==> src/common/iplr_pkg.sv <==
// Package of constants for the interrupt priority level registers.
package iplr_pkg;

    // Bus and source geometry.
    localparam int          IPLR_AW       = 12;
    localparam int          IPLR_NSRC     = 7;

    // Register indexes as numbered in the special-function space.
    localparam logic [7:0]  IDX_PRIO_HI   = 8'hB7;
    localparam logic [7:0]  IDX_PRIO_LO   = 8'hB8;

    // Byte addresses on the bus: four times the index.
    localparam logic [IPLR_AW-1:0] ADDR_PRIO_HI = {2'h0, IDX_PRIO_HI, 2'h0};
    localparam logic [IPLR_AW-1:0] ADDR_PRIO_LO = {2'h0, IDX_PRIO_LO, 2'h0};
    // Write-one aliases that set or clear single bits of the low register.
    localparam logic [IPLR_AW-1:0] ADDR_LO_SET  = 12'h300;
    localparam logic [IPLR_AW-1:0] ADDR_LO_CLR  = 12'h304;

    // Reset values of the implemented bits 6..0.
    localparam logic [6:0]  RST_PRIO_HI   = 7'h00;
    localparam logic [6:0]  RST_PRIO_LO   = 7'h00;

    // Bit position of each source in both registers.
    localparam int          SRC_EXT_INPUT0   = 0;
    localparam int          SRC_TIMER0       = 1;
    localparam int          SRC_EXT_INPUT1   = 2;
    localparam int          SRC_TIMER1       = 3;
    localparam int          SRC_SERIAL       = 4;
    localparam int          SRC_TIMER2       = 5;
    localparam int          SRC_COUNTER_ARR  = 6;

    // Bus responses.
    localparam logic [1:0]  RESP_OKAY     = 2'h0;
    localparam logic [1:0]  RESP_SLVERR   = 2'h2;

endpackage

==> src/rtl/iplr_regs.sv <==
// Interrupt priority level registers with AXI4-Lite access and level arbiter.
`timescale 1ns/10ps
`default_nettype none

// Functional notes
// - Low priority register decoded at index B8h for reads and writes.
// - Low register bits 6..0 reset to zero; single-bit set and clear allowed.
// - High priority register decoded at index B7h for reads and writes.
// - High register bits 6..0 reset to zero; only whole-byte writes accepted.
// - Bit 7 reserved in both registers; software never writes one there.
// - Bits 6..0 map to counter array, timer2, serial, timer1, ext1, timer0, ext0.
// - Each source level joins its low and high bit at the same position.
// - High bit is level MSB; zero lowest, three highest of four levels.
// - Service is preempted only by strictly higher level; level three never.
// - Simultaneous requests: highest level wins, ties by fixed polling order.
module iplr_regs (
    // Clock and reset
    input  wire logic                           SYS_CLK,
    input  wire logic                           RST,
    // AXI4-Lite write address
    input  wire logic [iplr_pkg::IPLR_AW-1:0]   S_AXI_AWADDR,
    input  wire logic                           S_AXI_AWVALID,
    output var  logic                           S_AXI_AWREADY,
    // AXI4-Lite write data
    input  wire logic [31:0]                    S_AXI_WDATA,
    input  wire logic [3:0]                     S_AXI_WSTRB,
    input  wire logic                           S_AXI_WVALID,
    output var  logic                           S_AXI_WREADY,
    // AXI4-Lite write response
    output var  logic [1:0]                     S_AXI_BRESP,
    output var  logic                           S_AXI_BVALID,
    input  wire logic                           S_AXI_BREADY,
    // AXI4-Lite read address
    input  wire logic [iplr_pkg::IPLR_AW-1:0]   S_AXI_ARADDR,
    input  wire logic                           S_AXI_ARVALID,
    output var  logic                           S_AXI_ARREADY,
    // AXI4-Lite read data
    output var  logic [31:0]                    S_AXI_RDATA,
    output var  logic [1:0]                     S_AXI_RRESP,
    output var  logic                           S_AXI_RVALID,
    input  wire logic                           S_AXI_RREADY,
    // Interrupt sequencer side
    input  wire logic [iplr_pkg::IPLR_NSRC-1:0] IRQ_REQ,
    input  wire logic                           IRQ_ACK,
    input  wire logic                           IRQ_RETI,
    output var  logic [2*iplr_pkg::IPLR_NSRC-1:0] IRQ_LEVELS,
    output var  logic                           IRQ_VALID,
    output var  logic [2:0]                     IRQ_SEL
);
    import iplr_pkg::*;

    ////////////////////////////////////////////////////////////////////////////////
    logic                  aw_have_q;
    logic                  w_have_q;
    logic                  aw_have_d;
    logic                  w_have_d;
    logic                  rvalid_d;
    logic [IPLR_AW-1:0]    awaddr_q;
    logic [31:0]           wdata_q;
    logic [3:0]            wstrb_q;
    logic [6:0]            lo_q;
    logic [6:0]            hi_q;
    logic [6:0]            lo_d;
    logic [6:0]            hi_d;
    logic [3:0]            in_svc_q;
    logic [3:0]            in_svc_d;
    logic [1:0]            sel_lvl_q;

    wire aw_take  = S_AXI_AWVALID && S_AXI_AWREADY;
    wire w_take   = S_AXI_WVALID && S_AXI_WREADY;
    wire ar_take  = S_AXI_ARVALID && S_AXI_ARREADY;
    wire wr_fire  = aw_have_q && w_have_q && !S_AXI_BVALID;
    wire wr_lo    = (awaddr_q == ADDR_PRIO_LO);
    wire wr_hi    = (awaddr_q == ADDR_PRIO_HI);
    wire wr_set   = (awaddr_q == ADDR_LO_SET);
    wire wr_clr   = (awaddr_q == ADDR_LO_CLR);
    wire wr_map   = wr_lo || wr_hi || wr_set || wr_clr;
    // Only lane 0 carries the byte; a write without it changes nothing.
    wire wr_byte  = wr_fire && wstrb_q[0];
    wire [6:0] wbits = wdata_q[6:0];

    wire rd_lo    = (S_AXI_ARADDR == ADDR_PRIO_LO) || (S_AXI_ARADDR == ADDR_LO_SET)
                    || (S_AXI_ARADDR == ADDR_LO_CLR);
    wire rd_hi    = (S_AXI_ARADDR == ADDR_PRIO_HI);
    wire [6:0] rd_bits = rd_lo ? lo_q : (rd_hi ? hi_q : 7'h00);

    assign aw_have_d = aw_take ? 1'b1 : (wr_fire ? 1'b0 : aw_have_q);
    assign w_have_d  = w_take ? 1'b1 : (wr_fire ? 1'b0 : w_have_q);
    assign rvalid_d  = ar_take ? 1'b1 : (S_AXI_RREADY ? 1'b0 : S_AXI_RVALID);

    // Bit 7 has no storage at all, so writes to it vanish.
    assign lo_d = !(wr_byte) ? lo_q :
                  wr_lo  ? wbits :
                  wr_set ? (lo_q | wbits) :
                  wr_clr ? (lo_q & ~wbits) : lo_q;
    // No alias exists for the high register: single-bit access is impossible.
    assign hi_d = (wr_byte && wr_hi) ? wbits : hi_q;

    ////////////////////////////////////////////////////////////////////////////////
    always_ff @(posedge SYS_CLK) begin
        if (RST) begin
            aw_have_q     <= 1'b0;
            w_have_q      <= 1'b0;
            S_AXI_AWREADY <= 1'b0;
            S_AXI_WREADY  <= 1'b0;
            awaddr_q      <= '0;
            wdata_q       <= 32'h0000_0000;
            wstrb_q       <= 4'h0;
        end else begin
            aw_have_q     <= aw_have_d;
            w_have_q      <= w_have_d;
            S_AXI_AWREADY <= !aw_have_d;
            S_AXI_WREADY  <= !w_have_d;
            if (aw_take) begin
                awaddr_q <= S_AXI_AWADDR;
            end
            if (w_take) begin
                wdata_q <= S_AXI_WDATA;
                wstrb_q <= S_AXI_WSTRB;
            end
        end
    end

    always_ff @(posedge SYS_CLK) begin
        if (RST) begin
            S_AXI_BVALID <= 1'b0;
            S_AXI_BRESP  <= RESP_OKAY;
        end else if (wr_fire) begin
            S_AXI_BVALID <= 1'b1;
            S_AXI_BRESP  <= wr_map ? RESP_OKAY : RESP_SLVERR;
        end else if (S_AXI_BREADY) begin
            S_AXI_BVALID <= 1'b0;
        end
    end

    always_ff @(posedge SYS_CLK) begin
        if (RST) begin
            S_AXI_ARREADY <= 1'b0;
            S_AXI_RVALID  <= 1'b0;
            S_AXI_RDATA   <= 32'h0000_0000;
            S_AXI_RRESP   <= RESP_OKAY;
        end else begin
            S_AXI_ARREADY <= !rvalid_d;
            S_AXI_RVALID  <= rvalid_d;
            if (ar_take) begin
                S_AXI_RDATA <= {25'h0000000, rd_bits};
                S_AXI_RRESP <= (rd_lo || rd_hi) ? RESP_OKAY : RESP_SLVERR;
            end
        end
    end

    always_ff @(posedge SYS_CLK) begin
        if (RST) begin
            lo_q <= RST_PRIO_LO;
            hi_q <= RST_PRIO_HI;
        end else begin
            lo_q <= lo_d;
            hi_q <= hi_d;
        end
    end

    ////////////////////////////////////////////////////////////////////////////////
    logic [1:0]            src_lvl [IPLR_NSRC];
    logic [IPLR_NSRC-1:0]  elig;
    logic [1:0]            act_lvl;
    logic                  any_act;
    logic                  cand_valid;
    logic [2:0]            cand_idx;
    logic [1:0]            cand_lvl;

    assign any_act = |in_svc_q;
    assign act_lvl = in_svc_q[3] ? 2'h3 : (in_svc_q[2] ? 2'h2 : (in_svc_q[1] ? 2'h1 : 2'h0));

    // Bit i of each register belongs to the same source, in fixed order.
    genvar g;
    for (g = 0; g < IPLR_NSRC; g++) begin : g_src
        assign src_lvl[g] = {hi_q[g], lo_q[g]};
        assign elig[g]    = IRQ_REQ[g] && (!any_act || src_lvl[g] > act_lvl);
    end

    // Scanning from the top with >= lets the lowest index win a tie.
    always_comb begin
        cand_valid = 1'b0;
        cand_idx   = 3'h0;
        cand_lvl   = 2'h0;
        for (int i = IPLR_NSRC - 1; i >= 0; i--) begin
            if (elig[i] && (!cand_valid || src_lvl[i] >= cand_lvl)) begin
                cand_valid = 1'b1;
                cand_idx   = 3'(i);
                cand_lvl   = src_lvl[i];
            end
        end
    end

    // A return closes the innermost level before a new acknowledge opens one.
    always_comb begin
        in_svc_d = in_svc_q;
        if (IRQ_RETI && any_act) begin
            in_svc_d[act_lvl] = 1'b0;
        end
        if (IRQ_ACK && IRQ_VALID) begin
            in_svc_d[sel_lvl_q] = 1'b1;
        end
    end

    always_ff @(posedge SYS_CLK) begin
        if (RST) begin
            in_svc_q   <= 4'h0;
            sel_lvl_q  <= 2'h0;
            IRQ_VALID  <= 1'b0;
            IRQ_SEL    <= 3'h0;
            IRQ_LEVELS <= '0;
        end else begin
            in_svc_q   <= in_svc_d;
            sel_lvl_q  <= cand_lvl;
            IRQ_VALID  <= cand_valid && !(IRQ_ACK && IRQ_VALID);
            IRQ_SEL    <= cand_idx;
            for (int i = 0; i < IPLR_NSRC; i++) begin
                IRQ_LEVELS[2*i +: 2] <= src_lvl[i];
            end
        end
    end
endmodule

`default_nettype wire
==> config.mk <==
export PLATFORM = sky130hd
export DESIGN_NAME = iplr_regs
export DESIGN_NICKNAME = d
export VERILOG_FILES = /design/src/common/iplr_pkg.sv /design/src/rtl/iplr_regs.sv
export SDC_FILE = /design/constraint.sdc
export NUM_CORES = 1
export LEC_CHECK = 0
export ABC_AREA = 1
export BUFFER_PORTS_ARGS = -buffer_cell sky130_fd_sc_hd__buf_4
export CAP_MARGIN = 20
export CORE_ASPECT_RATIO = 1.75
export CORE_MARGIN = 3
export CORE_UTILIZATION = 35
export CTS_CLUSTER_SIZE = 24
export DETAILED_ROUTE_END_ITERATION = 6
export PLACE_DENSITY = 0.69
export SLEW_MARGIN = 40
export SYNTH_ARGS = -nofsm -noshare
export SYNTH_HDL_FRONTEND = slang
export SYNTH_SLANG_ARGS = --single-unit
==> constraint.sdc <==
create_clock -name SYS_CLK -period 12.7 [get_ports SYS_CLK]
set_input_delay 0.635 -clock SYS_CLK [delete_from_list [all_inputs] [get_ports SYS_CLK]]
set_output_delay 0.635 -clock SYS_CLK [all_outputs]
set_load 0.01 [all_outputs]
After elaboration in Yosys (flattened, before gate mapping)
Index checks and enable logic that the tools add are counted.

Register bits after elaboration: 76. Bits in latches: 0. RAM bits: 0. Bits in read-only memories: 0. Input port bits: 76. Output and inout bits: 59. Logic and storage cells: 160. Memories: 0.

$add $sub $neg: 0. Multiply operators: 0. Div/mod/pow operators: 0. $lt $le $gt $ge: 17. Equal/unequal tests: 8. Shift-type cells: 0. Muxes and demuxes: 44. Bitwise operators: 6. Reduce and logical (&&, ||, !) cells: 63.

Operator list (count): 12-bit by 10-bit equality test with 1-bit output (second input constant) (8); 7-bit two-way mux (5); 2-bit two-way mux (13); 1-bit logical AND (25); 1-bit logical OR (19); 1-bit two-way mux (19); 2-bit greater-than comparator (7); 2-bit >= comparator (6); 1-bit logical NOT (12); 3-bit two-way mux (3); 4-bit two-way mux (2); 7-bit AND (1); 7-bit inverter (1); 7-bit bitwise OR (1); 2-bit by 3-bit less-than comparator with 1-bit output (second input constant) (2); 5-bit OR reduction (1); 4-bit AND (1); 1-bit demux with 2-bit select (2); 2-bit by 1-bit >= comparator with 1-bit output (second input constant) (2); 4-bit inverter (1); 4-bit bitwise OR (1); 4-bit OR reduction (1); 3-bit nonzero test (1); 3-bit OR reduction (1); other kinds (3) (3).

Depth between registers and ports, before layout
Depth after elaboration: 32. Mapped depth: 62. Mapped depth without buffers: 62.

Worst setup path before layout
Ideal clock, no wire load.

Path type: reg-to-reg. Start: reg in_svc_q[1]. End: reg sel_lvl_q[0]. Setup time: 0.109 ns. Arrival time: 6.323 ns. Data required time: 12.591 ns. Path slack: 6.268 ns. Cell stages (with the launch flop): 54. Buffers on the path: 0. Clock period less this slack: 6.432 ns. Cell sequence: dfxtp_1 > inv_1 > o21bai_1 > ha_1 > nand2_1 > nand2_1 > nand2_4 > nand3_1 > inv_1 > ha_1 > inv_1 > nand2_1 > a21oi_1 > nand3_2 > nand2_2 > nand2_1 > nand2_1 > inv_1 > [... 18 more ...] > o21ai_1 > nand2_2 > nand3_1 > and2_1 > ha_1 > o21ai_0 > nand3b_1 > nand2_2 > inv_2 > nand2_1 > nand2_1 > ha_1 > o21ai_0 > nand3b_4 > nand2_4 > nand3_1 > nand2_1 > inv_1.

Word-level cells in the longest chain between the ends: 31. Elaborated cells between the ends (all ways): 63. Those cells by class: order compare (13); mux (16); reduce/logical (34).

Ends and longest elaborated chain: start: declaration (line iplr_regs.sv:65) `logic [3:0] in_svc_q;`; start signal: assignment (line iplr_regs.sv:214) `in_svc_q <= in_svc_d;`; 1-bit two-way mux (line iplr_regs.sv:172) `assign act_lvl = in_svc_q[3] ? 2'h3 : (in_svc_q[2] ? 2'h2 : (in_svc_q[1] ? 2'h1 : 2'h0));`; 2-bit two-way mux (2 in series) (line iplr_regs.sv:172); 2-bit greater-than comparator (line iplr_regs.sv:178) `assign elig[g] = IRQ_REQ[g] && (!any_act || src_lvl[g] > act_lvl);`; 1-bit logical OR (line iplr_regs.sv:178); 1-bit logical AND (line iplr_regs.sv:178); 2-bit two-way mux or 1-bit two-way mux (tied branches) (line iplr_regs.sv:187) `if (elig[i] && (!cand_valid || src_lvl[i] >= cand_lvl)) begin`; 2-bit >= comparator or 1-bit logical NOT (tied branches) (line iplr_regs.sv:187); 1-bit logical OR (line iplr_regs.sv:187); [... 14 more ...]; 2-bit >= comparator or 1-bit logical NOT (tied branches) (line iplr_regs.sv:187); 1-bit logical OR (line iplr_regs.sv:187); 1-bit logical AND (line iplr_regs.sv:187); 2-bit two-way mux or 1-bit two-way mux (tied branches) (line iplr_regs.sv:187); 2-bit >= comparator or 1-bit logical NOT (tied branches) (line iplr_regs.sv:187); 1-bit logical OR (line iplr_regs.sv:187); 1-bit logical AND (line iplr_regs.sv:187); 2-bit two-way mux * (line iplr_regs.sv:187); end signal: assignment (line iplr_regs.sv:215) `sel_lvl_q <= cand_lvl;`; end: declaration (line iplr_regs.sv:67) `logic [1:0] sel_lvl_q;`.

Mark *: on every way between the ends. The rest lies on a longest branch, timed or not. A chain may end at the register's enable or synchronous reset.

Worst setup path in the final report
Start: reg in_svc_q[2]. End: reg IRQ_SEL[1].

Word-level cells in the longest chain between the ends: 30. Elaborated cells between the ends (all ways): 67. Those cells by class: order compare (13); mux (19); reduce/logical (35).

Ends and longest elaborated chain: 2-bit two-way mux (2 in series) (line iplr_regs.sv:172); 2-bit greater-than comparator (line iplr_regs.sv:178); 1-bit logical OR (line iplr_regs.sv:178); 1-bit logical AND (line iplr_regs.sv:178); 2-bit two-way mux or 1-bit two-way mux (tied branches) (line iplr_regs.sv:187); 2-bit >= comparator or 1-bit logical NOT (tied branches) (line iplr_regs.sv:187); 1-bit logical OR (line iplr_regs.sv:187); 1-bit logical AND (line iplr_regs.sv:187); [... 13 more ...]; 2-bit >= comparator or 1-bit logical NOT (tied branches) (line iplr_regs.sv:187); 1-bit logical OR (line iplr_regs.sv:187); 1-bit logical AND (line iplr_regs.sv:187); 2-bit two-way mux or 1-bit two-way mux (tied branches) (line iplr_regs.sv:187); 2-bit >= comparator or 1-bit logical NOT (tied branches) (line iplr_regs.sv:187); 1-bit logical OR (line iplr_regs.sv:187); 1-bit logical AND (line iplr_regs.sv:187); 3-bit OR reduction (no source line); end signal: assignment (line iplr_regs.sv:217) `IRQ_SEL <= cand_idx;`; end: declaration (line iplr_regs.sv:48) `output var logic [2:0] IRQ_SEL`.

Parallel ways exist; a longest one is shown, timed or not.

==> impl_metrics.toml <==
[critical_path]
worst-path-buf-inv = 6
crit_arrival_ps = 7390
startpoint_type = "flop"
crit_path_end_kind = "flop"
worstSetupPathType = "reg2reg"
required_ps = 12960
crit_family = "simple AND/OR/NAND/NOR gates"
cpMostUsedCell = "nand2_1"
path_max_fanout = 9
max_stage_delay_ps = 360
cp_slowest_cell = "nor2_4"

[cells_and_area]
n_antenna_cell = 0
nFillCells = 1124
final_util_pct = 44.3
syn_to_final_growth_pct = 22.7
fin_nets = 701
drive_gt1_share_pct = 23.8

[grt]
grt_start_max_net_pins = 40
grt_overflow_total = 0
grt_pass1_vias = 3557
antenna_found_initial = 0
grt_pass1_wl_mm = 16.0
grtUsageTotal_pct = 15.7

[floorplanning]
rows = 51
coreArea_mm2 = 0.0112
initial_utilization_pct = 36.1
die_h_um = 148
io_pins = 135
die_area_mm2 = 0.0129
die_width_um = 87.2

[synth]
synth_ff_type = "dfxtp_1"
syn_inst = 520
syn_avg_cell_area_um2 = 7.76
yosys_warnings = 0
synth.distinct_cells = 43
netlist_area_mm2 = 0.00403
synth_seq_area_share_pct = 36.7
synth_most_common_cell = "inv_1"
async_reset_ff_share_pct = 0
synth_area_leaders = "dfxtp_1, ha_1, inv_1, nand2_1, o21ai_0"
synth_edf_count = 0
synthTopCellsByCount = "inv_1, dfxtp_1, nand2_1"
ys_seq_elements = 74
synth_top_area_cell = "dfxtp_1"
yosysTopAreaCellShare_pct = 36.7

[routing]
vias = 3534
routed-wl-met3_um = 462
wl_mm = 9.77
ant_nets = 0
routedWlPerCell_um = 13.3
wl_met2_mm = 5.53
wirelength_met1_mm = 3.50
highest_layer = "met4"
drt_first_pass_iters = 4
drc_errors = 0
drt-vias-per-instance = 4.80
drt-initial-drc-count = 173

[sta]
hold_viol = 0
fin_skew_ps = 4.86
tightestPinTransition_ps = 793
slew_viol_final = 0
finalSetupTns_ps = 0
relSlewSlack_pct = 46.9
clock.fmax_mhz = 140
rsz0062_at_grt = "no"
period_share_pct = 56.1
finalSetupViolations = 0
period_needed_ps = 7130

[placement]
gp_congestion = 0.900
io_buffers = 79
hpwlAfterDp_mm = 7.71

[power]
vdd_ir_drop_max_mv = 0.0740
p_leak_nw = 2.41
powerDensity_mw_per_mm2 = 129

[clock_tree]
cts_root_buf = "clkbuf_16"
clk_pin_slew_ps = 60
cts_tree = "done"
cts_resized = 0
cts_setup_buffers = 0
h-tree-depth = 3
cts.path.max_buffers = 2
clock_latency_ps = 330
ctsHoldBuffers = 0
cts_buffers = 9
cts.sinks = 74

[hold_path]
worst_hold_path_type = "reg2reg"

[run]
cap_violations = 0

[status]
status = "completed"
==> power by group <==
part	switching [W]	leakage [nW]	internal [W]
combinational	0.0000798	1.66	0.0000539
sequential	0.00000670	0.604	0.000245
clock	0.0000893	0.147	0.000163
total	0.000176	2.41	0.000461
==> placed cells by master (no fill, tap or decap), types with 2 or more instances in the layout <==
cell	instances
nand3_1	17
nor3_1	6
o221ai_1	7
and2_1	4
nand2_1	67
dfxtp_1	74
nor2_1	53
nand2_2	10
nor2_2	2
o31ai_2	6
nand3_2	8
inv_2	5
clkbuf_1	3
clkbuf_8	2
or2_4	2
o211ai_1	8
buf_4	80
clkbuf_16	9
conb_1	27
nand2_4	6
clkinv_1	3
o21bai_1	2
o21ai_0	44
ha_1	26
o21ai_2	2
nor2_4	2
a21oi_1	34
inv_1	75
nand4_1	4
==> cells by family after synthesis <==
logic type / synth area share, %
AND/OR/NAND/NOR: 23.9
buffers and inverters: 13.8
AO/OA/AOI/OAI: 17.4
flip-flops: 36.7
adder cells (fa/ha/maj): 8.06
other: 0.0930
==> final cells by class <==
class | count | area, µm² | area share [%]
inverters | 83 | 312 | 6.29
repair buffers | 80 | 601 | 12.1
multi-input cells | 351 | 2090 | 42.3
clock buffers | 14 | 264 | 5.33
flip-flops and latches | 74 | 1480 | 29.9
clock inverters | 2 | 35.0 | 0.708
well taps | 132 | 165 | 3.34
==> stage by stage <==
stage	area (µm²)	setup slack, ps	hold slack, ps	std cells	power, W
floorplan	4130	6270	445	546	0.000356
global placement	4650	5760	463	720	0.000386
detailed placement	4650	5630	471	720	0.000390
CTS	4950	5580	481	736	0.000642
global route	4950	4890	511	736	0.000670
finish	4950	5570	479	736	0.000637
==> worst min-delay path, cell delays in order (launching register included) <==
cell and delay (ps):
dfxtp_1 310, inv_1 70, a21oi_1 50
==> metal layers <==
metal	track usage (%)	vias up
met5	0	-
met4	7.45	0
met3	2.96	18
met2	30.8	95
met1	15.0	1616
li1	-	1805
==> registers in the layout, indices dropped and copies added (netlist names), 2 cells and up, named ones only <==
name / cells
IRQ_LEVELS: 14
IRQ_SEL: 3
S_AXI_RDATA: 7
awaddr_q: 12
hi_q: 7
in_svc_q: 4
sel_lvl_q: 2
wdata_q: 7
==> final timing paths <==
kind	from	to	slack [ps]	cells after the start
max	in_svc_q[2]	IRQ_SEL[1]	5570	52
min reg2reg	awaddr_q[8]	awaddr_q[8]	480	2
max reg2reg	in_svc_q[2]	IRQ_SEL[1]	5570	52
min	awaddr_q[8]	awaddr_q[8]	480	2
Power figures use the tool's default switching activity.
